`src/logic/fws_pkg.sv`:
```
// Package for the flash write/suspend controller: register map, fields, states.
// Assumes a 16-bit register port on the system clock, one bank of eight sectors.
package fws_pkg;
   // ----------------------------------------
   // Register offsets
   // ----------------------------------------
   localparam logic [23:0] ADDR_CTRL_HIGH = 24'h080002; // write_control_high
   localparam logic [23:0] ADDR_SECTOR = 24'h080004;    // sector_select_status
   localparam logic [23:0] ADDR_BANK = 24'h080006;      // bank_status
   localparam logic [23:0] ADDR_IRQ_STAT = 24'h080020;
   localparam logic [23:0] ADDR_IRQ_MASK = 24'h080022;
   localparam logic [23:0] ADDR_STATUS = 24'h080024;    // busy, error, suspended flags
   // ----------------------------------------
   // Field positions and resets
   // ----------------------------------------
   localparam int BIT_START = 15;
   localparam int BIT_SUSPEND_REQUEST = 14;
   localparam int BIT_WPG = 13;
   localparam int BIT_DOUBLE_WORD_PROGRAM_SELECT = 12;
   localparam int BIT_SER = 11;
   localparam int BIT_BANK = 8;
   localparam int NUM_SECTORS = 8;
   localparam logic [15:0] RST_REG = 16'h0000;
   localparam int OP_CYCLES_W = 16;
   localparam logic [15:0] PROG_CYCLES = 16'h0020;
   localparam logic [15:0] ERASE_CYCLES = 16'h0100;
   // Interrupt event bits
   localparam int EV_DONE = 0;
   localparam int EV_SUSPEND_REQUEST = 1;
   localparam int EV_REJECT = 2;
   localparam int EV_TRAP = 3;
   localparam int NUM_EV = 4;

   typedef enum logic [2:0] {
      ST_IDLE = 3'b000,
      ST_PROG = 3'b001,
      ST_ERASE = 3'b010,
      ST_PSUSP = 3'b011,
      ST_ESUSP = 3'b100,
      ST_EPROG = 3'b101
   } fws_state_e;

   typedef struct packed {
      logic [23:0] addr;
      logic [15:0] wdata;
      logic wr;
      logic rd;
   } fws_req_s;

   typedef struct packed {
      logic done;
      logic error;
   } fws_array_s;
endpackage

```
`src/logic/fws_flash_write_suspend_control.sv`:
```
// Control and status of the single-bank flash program/erase controller.
// Assumes an array engine that reports done/error per operation; register port is synchronous.
// Functional notes
// suspend halts op, returns bank to read
// program suspend allows reads and program resume
// erase suspend allows programs; those unsuspendable
// resume by start plus suspended op select
// software never starts while suspend set
// start launches op; cleared at end/suspend
// start ignored while error flag high
// writing zero to start does nothing
// software selects sectors before erase
// sector status bits set during erase
// clean end clears sector status bits
// bank status tracks erase, cleared on success
// status with error means erase error
// status with suspend means erase suspended
// busy bank reads trap, writes ignored
// software sets exactly one operation select
//
// Strobed register access was decided locally.
`timescale 1ns/1ps
module fws_flash_write_suspend_control
   import fws_pkg::*;
(
   input wire logic clk_sys,
   input wire logic arst_n,
   input wire fws_req_s regReq,
   output logic [15:0] regRdata,
   input wire logic errorFlag,
   input wire fws_array_s arrayResp,
   input wire logic arrayRead,
   input wire logic arrayWrite,
   output logic arrayTrap,
   output logic arrayWriteOk,
   output logic bankBusy,
   output logic [2:0] opSelect,
   output logic irq
);
   fws_state_e state_ff;
   fws_state_e nxt_state;
   logic start_ff, suspend_request_ff, wpg_ff, double_word_program_select_ff, ser_ff;
   logic [NUM_SECTORS-1:0] sectors_ff;
   logic bankStat_ff;
   logic [OP_CYCLES_W-1:0] cnt_ff;
   logic [NUM_EV-1:0] irqStat_ff, irqMask_ff, events;
   logic [15:0] ctrlWord;
   logic wrCtrl, setStart, anySel, endOk, endErr, opEnd, suspNow, reject;

   function automatic logic hit(input fws_req_s r, input logic [23:0] a);
      return r.wr && (r.addr == a);
   endfunction

   // ----------------------------------------
   // Command decode
   // ----------------------------------------
   assign wrCtrl = hit(regReq, ADDR_CTRL_HIGH);
   assign anySel = regReq.wdata[BIT_WPG] | regReq.wdata[BIT_DOUBLE_WORD_PROGRAM_SELECT] | regReq.wdata[BIT_SER];
   // Start only on a written one; zero leaves it alone; error blocks it
   assign setStart = wrCtrl && regReq.wdata[BIT_START] && !errorFlag && !start_ff;
   assign opEnd = arrayResp.done || (cnt_ff == '0 && (state_ff == ST_PROG || state_ff == ST_ERASE
                  || state_ff == ST_EPROG));
   assign endErr = opEnd && arrayResp.error;
   assign endOk = opEnd && !arrayResp.error;
   // Erase-suspend programs cannot be suspended
   assign suspNow = suspend_request_ff && (state_ff == ST_PROG || state_ff == ST_ERASE);

   // ----------------------------------------
   // Sequencer
   // ----------------------------------------
   // Next state of the sequencer
   always_comb begin
      nxt_state = state_ff;
      reject = 1'b0;
      unique case (state_ff)
         ST_IDLE: begin
            if (setStart && anySel)
               nxt_state = regReq.wdata[BIT_SER] ? ST_ERASE : ST_PROG;
         end
         ST_PROG, ST_ERASE: begin
            if (suspNow) begin
               nxt_state = (state_ff == ST_PROG) ? ST_PSUSP : ST_ESUSP;
            end else if (opEnd) nxt_state = ST_IDLE;
         end
         ST_PSUSP: begin
            // Only the program resume is taken
            if (setStart && (regReq.wdata[BIT_WPG] == wpg_ff) && (regReq.wdata[BIT_DOUBLE_WORD_PROGRAM_SELECT] == double_word_program_select_ff)
                && !regReq.wdata[BIT_SER])
               nxt_state = ST_PROG;
            else if (setStart) reject = 1'b1;
         end
         ST_ESUSP: begin
            if (setStart && regReq.wdata[BIT_SER]) nxt_state = ST_ERASE;
            else if (setStart && (regReq.wdata[BIT_WPG] || regReq.wdata[BIT_DOUBLE_WORD_PROGRAM_SELECT]))
               nxt_state = ST_EPROG;
            else if (setStart) reject = 1'b1;
         end
         ST_EPROG: begin
            if (opEnd) nxt_state = ST_ESUSP;
         end
         default: nxt_state = ST_IDLE;
      endcase
   end

   // Sequencer state
   always_ff @(posedge clk_sys or negedge arst_n) begin
      if (!arst_n) state_ff <= ST_IDLE;
      else state_ff <= nxt_state;
   end

   // Operation timer; engine done may end it earlier
   // Shared timer: a program inside erase suspend reuses it, so a resumed erase gets only what is left
   always_ff @(posedge clk_sys or negedge arst_n) begin
      if (!arst_n) cnt_ff <= '0;
      else if (nxt_state != state_ff && (nxt_state == ST_PROG || nxt_state == ST_EPROG))
         cnt_ff <= PROG_CYCLES;
      else if (state_ff != ST_ERASE && nxt_state == ST_ERASE && state_ff != ST_ESUSP)
         cnt_ff <= ERASE_CYCLES;
      else if (cnt_ff != '0 && (state_ff == ST_PROG || state_ff == ST_ERASE || state_ff == ST_EPROG))
         cnt_ff <= cnt_ff - 1'b1;
   end

   // ----------------------------------------
   // Control register bits
   // ----------------------------------------
   // Start: set by software, cleared only by the controller
   always_ff @(posedge clk_sys or negedge arst_n) begin
      if (!arst_n) start_ff <= 1'b0;
      else if (nxt_state == ST_IDLE || nxt_state == ST_PSUSP || nxt_state == ST_ESUSP) start_ff <= 1'b0;
      else if (nxt_state != state_ff) start_ff <= 1'b1;
   end

   // Suspend request and selects are plain software bits; selects auto-clear at end, except after a program in erase suspend, which reselects erase
   always_ff @(posedge clk_sys or negedge arst_n) begin
      if (!arst_n) begin
         suspend_request_ff <= 1'b0;
         wpg_ff <= 1'b0;
         double_word_program_select_ff <= 1'b0;
         ser_ff <= 1'b0;
      // In program suspend the selects must keep the suspended op for its resume
      end else if (wrCtrl && !bankBusy && state_ff != ST_PSUSP) begin
         suspend_request_ff <= regReq.wdata[BIT_SUSPEND_REQUEST];
         wpg_ff <= regReq.wdata[BIT_WPG];
         double_word_program_select_ff <= regReq.wdata[BIT_DOUBLE_WORD_PROGRAM_SELECT];
         ser_ff <= regReq.wdata[BIT_SER];
      end else if (wrCtrl) begin
         suspend_request_ff <= regReq.wdata[BIT_SUSPEND_REQUEST]; // Suspend must be writable while busy
      end else if (opEnd && state_ff == ST_EPROG) begin
         wpg_ff <= 1'b0;
         double_word_program_select_ff <= 1'b0;
         ser_ff <= 1'b1; // Erase stays selected for its resume
      end else if (opEnd && !suspNow) begin
         wpg_ff <= 1'b0;
         double_word_program_select_ff <= 1'b0;
         ser_ff <= 1'b0;
      end
   end

   // Sector status: software selection, then hardware status
   always_ff @(posedge clk_sys or negedge arst_n) begin
      if (!arst_n) sectors_ff <= RST_REG[NUM_SECTORS-1:0];
      else if (endOk && state_ff != ST_EPROG) sectors_ff <= '0;
      else if (hit(regReq, ADDR_SECTOR) && !bankBusy) sectors_ff <= regReq.wdata[NUM_SECTORS-1:0];
   end

   // Bank status set during erase, cleared on clean finish
   always_ff @(posedge clk_sys or negedge arst_n) begin
      if (!arst_n) bankStat_ff <= 1'b0;
      else if (state_ff == ST_ERASE && endOk && !suspNow) bankStat_ff <= 1'b0;
      else if (state_ff == ST_ERASE) bankStat_ff <= 1'b1;
   end

   // ----------------------------------------
   // Bank access gating
   // ----------------------------------------
   assign bankBusy = (state_ff == ST_PROG) || (state_ff == ST_ERASE) || (state_ff == ST_EPROG);
   assign arrayTrap = bankBusy && arrayRead;
   assign arrayWriteOk = !bankBusy && arrayWrite;
   assign opSelect = {ser_ff, double_word_program_select_ff, wpg_ff};

   // ----------------------------------------
   // Interrupts
   // ----------------------------------------
   assign events = {arrayTrap, reject, suspNow, opEnd};
   // Set wins over a same-cycle clear
   always_ff @(posedge clk_sys or negedge arst_n) begin
      if (!arst_n) irqStat_ff <= '0;
      else if (hit(regReq, ADDR_IRQ_STAT)) irqStat_ff <= (irqStat_ff & ~regReq.wdata[NUM_EV-1:0]) | events;
      else irqStat_ff <= irqStat_ff | events;
   end
   always_ff @(posedge clk_sys or negedge arst_n) begin
      if (!arst_n) irqMask_ff <= '0;
      else if (hit(regReq, ADDR_IRQ_MASK)) irqMask_ff <= regReq.wdata[NUM_EV-1:0];
   end
   assign irq = |(irqStat_ff & irqMask_ff);

   // ----------------------------------------
   // Read port, data one cycle after strobe
   // ----------------------------------------
   assign ctrlWord = {start_ff, suspend_request_ff, wpg_ff, double_word_program_select_ff, ser_ff, 11'h000};
   always_ff @(posedge clk_sys or negedge arst_n) begin
      if (!arst_n) regRdata <= RST_REG;
      else if (regReq.rd) begin
         unique case (regReq.addr)
            ADDR_CTRL_HIGH: regRdata <= ctrlWord;
            ADDR_SECTOR: regRdata <= {8'h00, sectors_ff}; // meaning with error/suspend
            ADDR_BANK: regRdata <= {7'h00, bankStat_ff, 8'h00};
            ADDR_IRQ_STAT: regRdata <= {12'h000, irqStat_ff};
            ADDR_IRQ_MASK: regRdata <= {12'h000, irqMask_ff};
            ADDR_STATUS: regRdata <= {12'h000, state_ff == ST_ESUSP, state_ff == ST_PSUSP, errorFlag, bankBusy};
            default: regRdata <= RST_REG;
         endcase
      end else regRdata <= RST_REG;
   end

   // ----------------------------------------
   // Checks
   // ----------------------------------------
   suspend_request_busy_a: assert property (@(posedge clk_sys) disable iff (!arst_n) suspNow |=> !bankBusy && !start_ff)
      else $error("suspend did not release bank");
   psusp_rej_a: assert property (@(posedge clk_sys) disable iff (!arst_n)
      (state_ff == ST_PSUSP && setStart && regReq.wdata[BIT_SER]) |=> state_ff == ST_PSUSP)
      else $error("program suspend took other op");
   eprog_nosusp_a: assert property (@(posedge clk_sys) disable iff (!arst_n)
      state_ff == ST_EPROG && !opEnd |=> state_ff == ST_EPROG)
      else $error("erase-suspend program was suspended");
   err_block_a: assert property (@(posedge clk_sys) disable iff (!arst_n)
      (state_ff == ST_IDLE && errorFlag) |=> state_ff == ST_IDLE)
      else $error("start accepted with error");
   start_end_a: assert property (@(posedge clk_sys) disable iff (!arst_n)
      (state_ff == ST_PROG && opEnd && !suspNow) |=> !start_ff && state_ff == ST_IDLE)
      else $error("start not cleared at end");
   sector_clr_a: assert property (@(posedge clk_sys) disable iff (!arst_n)
      (endOk && state_ff == ST_ERASE) |=> sectors_ff == '0)
      else $error("sectors not cleared");
   bank_set_a: assert property (@(posedge clk_sys) disable iff (!arst_n)
      (state_ff == ST_ERASE && !opEnd) |=> bankStat_ff)
      else $error("bank status not set");
   trap_busy_a: assert property (@(posedge clk_sys) disable iff (!arst_n)
      arrayRead && bankBusy |-> arrayTrap && !arrayWriteOk)
      else $error("busy read not trapped");
   // Start bit: launched only by a written one, held until end or suspend
   zero_start_a: assert property (@(posedge clk_sys) disable iff (!arst_n)
      (wrCtrl && !regReq.wdata[BIT_START] && state_ff == ST_IDLE) |=> state_ff == ST_IDLE)
      else $error("zero start launched an operation");
   start_launch_a: assert property (@(posedge clk_sys) disable iff (!arst_n)
      (state_ff == ST_IDLE && setStart && anySel) |=> bankBusy && start_ff)
      else $error("start did not launch operation");
   start_hold_a: assert property (@(posedge clk_sys) disable iff (!arst_n)
      (start_ff && bankBusy && !opEnd && !suspNow) |=> start_ff)
      else $error("start cleared while running");
   suspend_request_state_a: assert property (@(posedge clk_sys) disable iff (!arst_n)
      suspNow |=> (state_ff == ST_PSUSP || state_ff == ST_ESUSP))
      else $error("suspend did not reach suspend state");
   // Suspend states: what is accepted and what is refused
   psusp_hold_a: assert property (@(posedge clk_sys) disable iff (!arst_n)
      (state_ff == ST_PSUSP && !setStart) |=> state_ff == ST_PSUSP)
      else $error("program suspend left without start");
   reject_ev_a: assert property (@(posedge clk_sys) disable iff (!arst_n)
      (state_ff == ST_PSUSP && reject) |=> irqStat_ff[EV_REJECT])
      else $error("refused op not flagged");
   psusp_resume_a: assert property (@(posedge clk_sys) disable iff (!arst_n)
      (state_ff == ST_PSUSP && setStart && regReq.wdata[BIT_WPG] == wpg_ff && regReq.wdata[BIT_DOUBLE_WORD_PROGRAM_SELECT] == double_word_program_select_ff
      && !regReq.wdata[BIT_SER]) |=> state_ff == ST_PROG)
      else $error("program resume not taken");
   esusp_prog_a: assert property (@(posedge clk_sys) disable iff (!arst_n)
      (state_ff == ST_ESUSP && setStart && !regReq.wdata[BIT_SER] && anySel) |=> state_ff == ST_EPROG)
      else $error("program in erase suspend not taken");
   esusp_resume_a: assert property (@(posedge clk_sys) disable iff (!arst_n)
      (state_ff == ST_ESUSP && setStart && regReq.wdata[BIT_SER]) |=> state_ff == ST_ERASE)
      else $error("erase resume not taken");
   err_hold_a: assert property (@(posedge clk_sys) disable iff (!arst_n)
      (state_ff == ST_PSUSP && errorFlag) |=> state_ff == ST_PSUSP)
      else $error("resume accepted with error");
   // Status bits: kept on error, cleared on clean end, bank status set while erase is suspended
   sector_err_a: assert property (@(posedge clk_sys) disable iff (!arst_n)
      (endErr && state_ff == ST_ERASE) |=> sectors_ff == $past(sectors_ff))
      else $error("sector status lost on error");
   bank_err_a: assert property (@(posedge clk_sys) disable iff (!arst_n)
      (endErr && state_ff == ST_ERASE) |=> bankStat_ff)
      else $error("bank status lost on error");
   bank_clr_a: assert property (@(posedge clk_sys) disable iff (!arst_n)
      (state_ff == ST_ERASE && endOk && !suspNow) |=> !bankStat_ff)
      else $error("bank status not cleared");
   esusp_bank_a: assert property (@(posedge clk_sys) disable iff (!arst_n)
      state_ff == ST_ESUSP |-> bankStat_ff)
      else $error("bank status low in erase suspend");
   // Bank gating while the array is busy or free
   busy_write_a: assert property (@(posedge clk_sys) disable iff (!arst_n)
      arrayWrite && bankBusy |-> !arrayWriteOk)
      else $error("busy write not ignored");
   idle_write_a: assert property (@(posedge clk_sys) disable iff (!arst_n)
      arrayWrite && !bankBusy |-> arrayWriteOk)
      else $error("free write not passed");
   // Main scenarios: suspend of erase, program inside it, program resume, refusal
   erase_cov: cover property (@(posedge clk_sys) disable iff (!arst_n) state_ff == ST_ERASE ##1 state_ff == ST_ESUSP);
   eprog_cov: cover property (@(posedge clk_sys) disable iff (!arst_n) state_ff == ST_EPROG ##1 state_ff == ST_ESUSP);
   resume_cov: cover property (@(posedge clk_sys) disable iff (!arst_n) state_ff == ST_PSUSP ##1 state_ff == ST_PROG);
   reject_cov: cover property (@(posedge clk_sys) disable iff (!arst_n) state_ff == ST_PSUSP && reject);
endmodule // fws_flash_write_suspend_control

```
`config.mk`:
```
export PLATFORM = sky130hd
export DESIGN_NAME = fws_flash_write_suspend_control
export DESIGN_NICKNAME = d
export VERILOG_FILES = /design/src/logic/fws_pkg.sv /design/src/logic/fws_flash_write_suspend_control.sv
export SDC_FILE = /design/constraint.sdc
export NUM_CORES = 1
export LEC_CHECK = 0
export ABC_AREA = 0
export BUFFER_PORTS_ARGS = -buffer_cell sky130_fd_sc_hd__buf_2
export CORE_MARGIN = 8
export CORE_UTILIZATION = 55
export CTS_BUF_LIST = sky130_fd_sc_hd__clkbuf_8
export DETAILED_ROUTE_END_ITERATION = 10
export PLACE_DENSITY = 0.84
export SYNTH_ARGS = -nofsm -noshare
export SYNTH_HDL_FRONTEND = slang
export SYNTH_SLANG_ARGS = --single-unit
```
`constraint.sdc`:
```
create_clock -name clk_sys -period 3.7 [get_ports clk_sys]
set_input_delay 0.37 -clock clk_sys [delete_from_list [all_inputs] [get_ports clk_sys]]
set_output_delay 0.37 -clock clk_sys [all_outputs]
set_load 0.01 [all_outputs]
```
==> flow_summary.toml <==
[run_status]
outcome = "finished clean"

[yosys]
synth_top_area_share = 0.439
synthSimpleGateAreaFrac = 0.274
ys_seq_area_frac = 0.439
ys.flop_type = "dfrtp_1"
yosys.area_share.adder = 0.00399
synthMuxAreaShare = 0.0415
yosysUniqueCellTypes = 59
ys_async_sr_fraction = 1.00
synthCells = 349
synth_top_family_by_area = "simple AND/OR/NAND/NOR gates"
avgSynthCellArea_um2 = 8.99
yosys_warnings = 0
synth-compound-area-share = 0.146
synth_seq_cells = 55
synthXorXnorAreaFrac = 0.0447
synth_edf_count = 0
yosysTopAreaCell = "dfrtp_1"
syn_area_um2 = 3140
synth_area_leaders = "dfrtp_1 (44%), nand2_1 (6.6%), mux2i_1 (4.1%)"

[final_layout]
fillers = 471
final_common_cell = "buf_2"
final_util = 0.651
fin_nets = 458
seq_area_um2 = 1380
final_cell_mix = "buf_2 (66), nand2_1 (55), dfrtp_1 (55), nor2_1 (27)"
drive_above_1_share = 0.222
multi_input_area_um2 = 1610
syn_to_final_growth_pct = 14.2
antenna_cells = 0

[timing]
worst_pin_slew_ps = 1140
fin_tns_setup_ps = 0
hold_viol = 0
fmax_mhz = 320
rsz0062_at_grt = "false"
hold_slack_ps = 15.9
fin_crit_sh = 0.844
slew_headroom = 0.238
setup_viol = 0
finalMaxSlewViolations = 0
fin_crit_ps = 3120
fin_worst_skew_ps = 8.00

[pwr]
p_leak_nw = 1.83
irDropWorstVdd_uv = 211
powerDensity_nw_per_um2 = 285
total_power_mw = 1.02

[clock_tree]
insertion_delay_ps = 320
numCtsBuffers = 5
cts_sinks = 55
htree_levels = 2
postCtsHoldBufs = 0
post_cts_resized = 0
path_clk_slew_ps = 110
postCtsSetupRepairBufs = 0
clockRootBuffer = "clkbuf_8"
cts_tree = "done"
cts_buffer_depth = 2

[grt]
globalRouteOverflowTotal = 0
grt_pass1_vias = 2791
grt_usage = 0.187
antenna_found_initial = 0
grt_max_degree = 33
grt_pass1_wl_mm = 13.0

[critical_path]
critPathKind = "register to register"
crit_chain = "inv_1 > ha_1 > nor4b_1 > and4_1 > nor4_1 > nor3_2 > o22ai_1"
cpPeakStageDelay_ps = 930
crit_path_start_kind = "register"
cp_num_buf_inv = 1
slowest_stage = "nor3_2"
endpoint_kind = "register"
cp.arrival_ps = 3280
cp_max_fo = 17
critPathRequiredTime_ps = 3850
crit_family = "simple AND/OR/NAND/NOR gates"

[place]
finalWeightedCongestion = 0.922
hpwlAfterDp_mm = 5.80
port_buffers = 66

[routing]
drtIter0Drc = 148
drt_wl_total_mm = 7.78
dr.pass1.iters = 5
drtAntennaViolNets = 0
num_vias = 2794
drc_errors = 0
wire_per_inst_um = 16.2
viasPerCell = 5.81

[flow_run]
drv_cap = 0

[floorplanning]
rows = 27
coreArea_um2 = 5510
start_util = 0.570
die_w_um = 91.5
io_pins = 72
die_h_um = 91.5
dieArea_um2 = 8380

[min_path]
hp-class = "primary input to asynchronous set/reset pin"
-- final timing paths --
check / from / endpoint / slack (ps) / cells after the start
worst max-delay path: cnt_ff[0] / cnt_ff[3] / 580 / 7
worst min-delay path: arst_n / irqStat_ff[1] / 20 / 1
worst max register to register: cnt_ff[0] / cnt_ff[3] / 580 / 7
worst min register to register: sectors_ff[4] / regRdata[4] / 490 / 1
max in group asynchronous: arst_n / sectors_ff[6] / 2880 / 2
min in group clk_sys: regReq[16] / suspend_request_ff / 250 / 3
-- cell families after synthesis --
| group | Yosys count |
|---|---|
| and+or+nand+nor | 162 |
| xor gates and xnor gates | 16 |
| DFF | 55 |
| AOI/OAI and AO/OA | 68 |
| muxes | 13 |
| adders and majority gates | 1 |
| buffers and inverters | 33 |
| other | 1 |
-- power breakdown --
| part | internal, mW | switching [mW] |
|---|---|---|
| clock network | 0.136 | 0.212 |
| registers | 0.601 | 0.000447 |
| logic | 0.0291 | 0.0408 |
| total | 0.766 | 0.253 |
-- per-layer routing --
layer	vias to the layer above	GRT usage	part of all wire
met2	87	0.310	0.49
met5	-	0	0
met1	1339	0.230	0.43
met3	7	0.0477	0.068
met4	0	0.0614	0.014
li1	1361	-	-
-- cells in the mapped netlist (6+ instances only) --
cell      instances
nor2_1           27
mux2i_1          13
nand2_1          55
o21ai_0          13
and2_1           10
inv_1            12
dfrtp_1          55
xor2_1           11
o22ai_1          15
nand4_1           6
clkbuf_1          8
nor3_1           15
a21oi_1           8
nor4_1           11
-- registers in the layout (all words and copies together), names as in the netlist --
register                       cells
irqMask_ff                         4
ser_ff                             1
regRdata                          14
wpg_ff                             1
suspend_request_ff                 1
sectors_ff                         8
cnt_ff                            16
bankStat_ff                        1
double_word_program_select_ff      1
irqStat_ff                         4
start_ff                           1
state_ff                           3
-- area by class of cell --
class,count,share of cell area
well taps,72,0.0251
clock buffers,5,0.0192
flip-flops and latches,55,0.384
clock inverters,3,0.00628
inverters,13,0.0136
repair buffers,71,0.103
multi-input cells,262,0.449
-- through the flow --
step	worst slack [ps]	cell area, um^2	instances
after floorplan	1190	3140	350
after global placement	763	3490	473
after detailed placement	613	3490	473
after CTS	553	3580	481
after global routing	302	3580	481
final	577	3580	481
No activity file was read; power rests on OpenSTA's default activity.
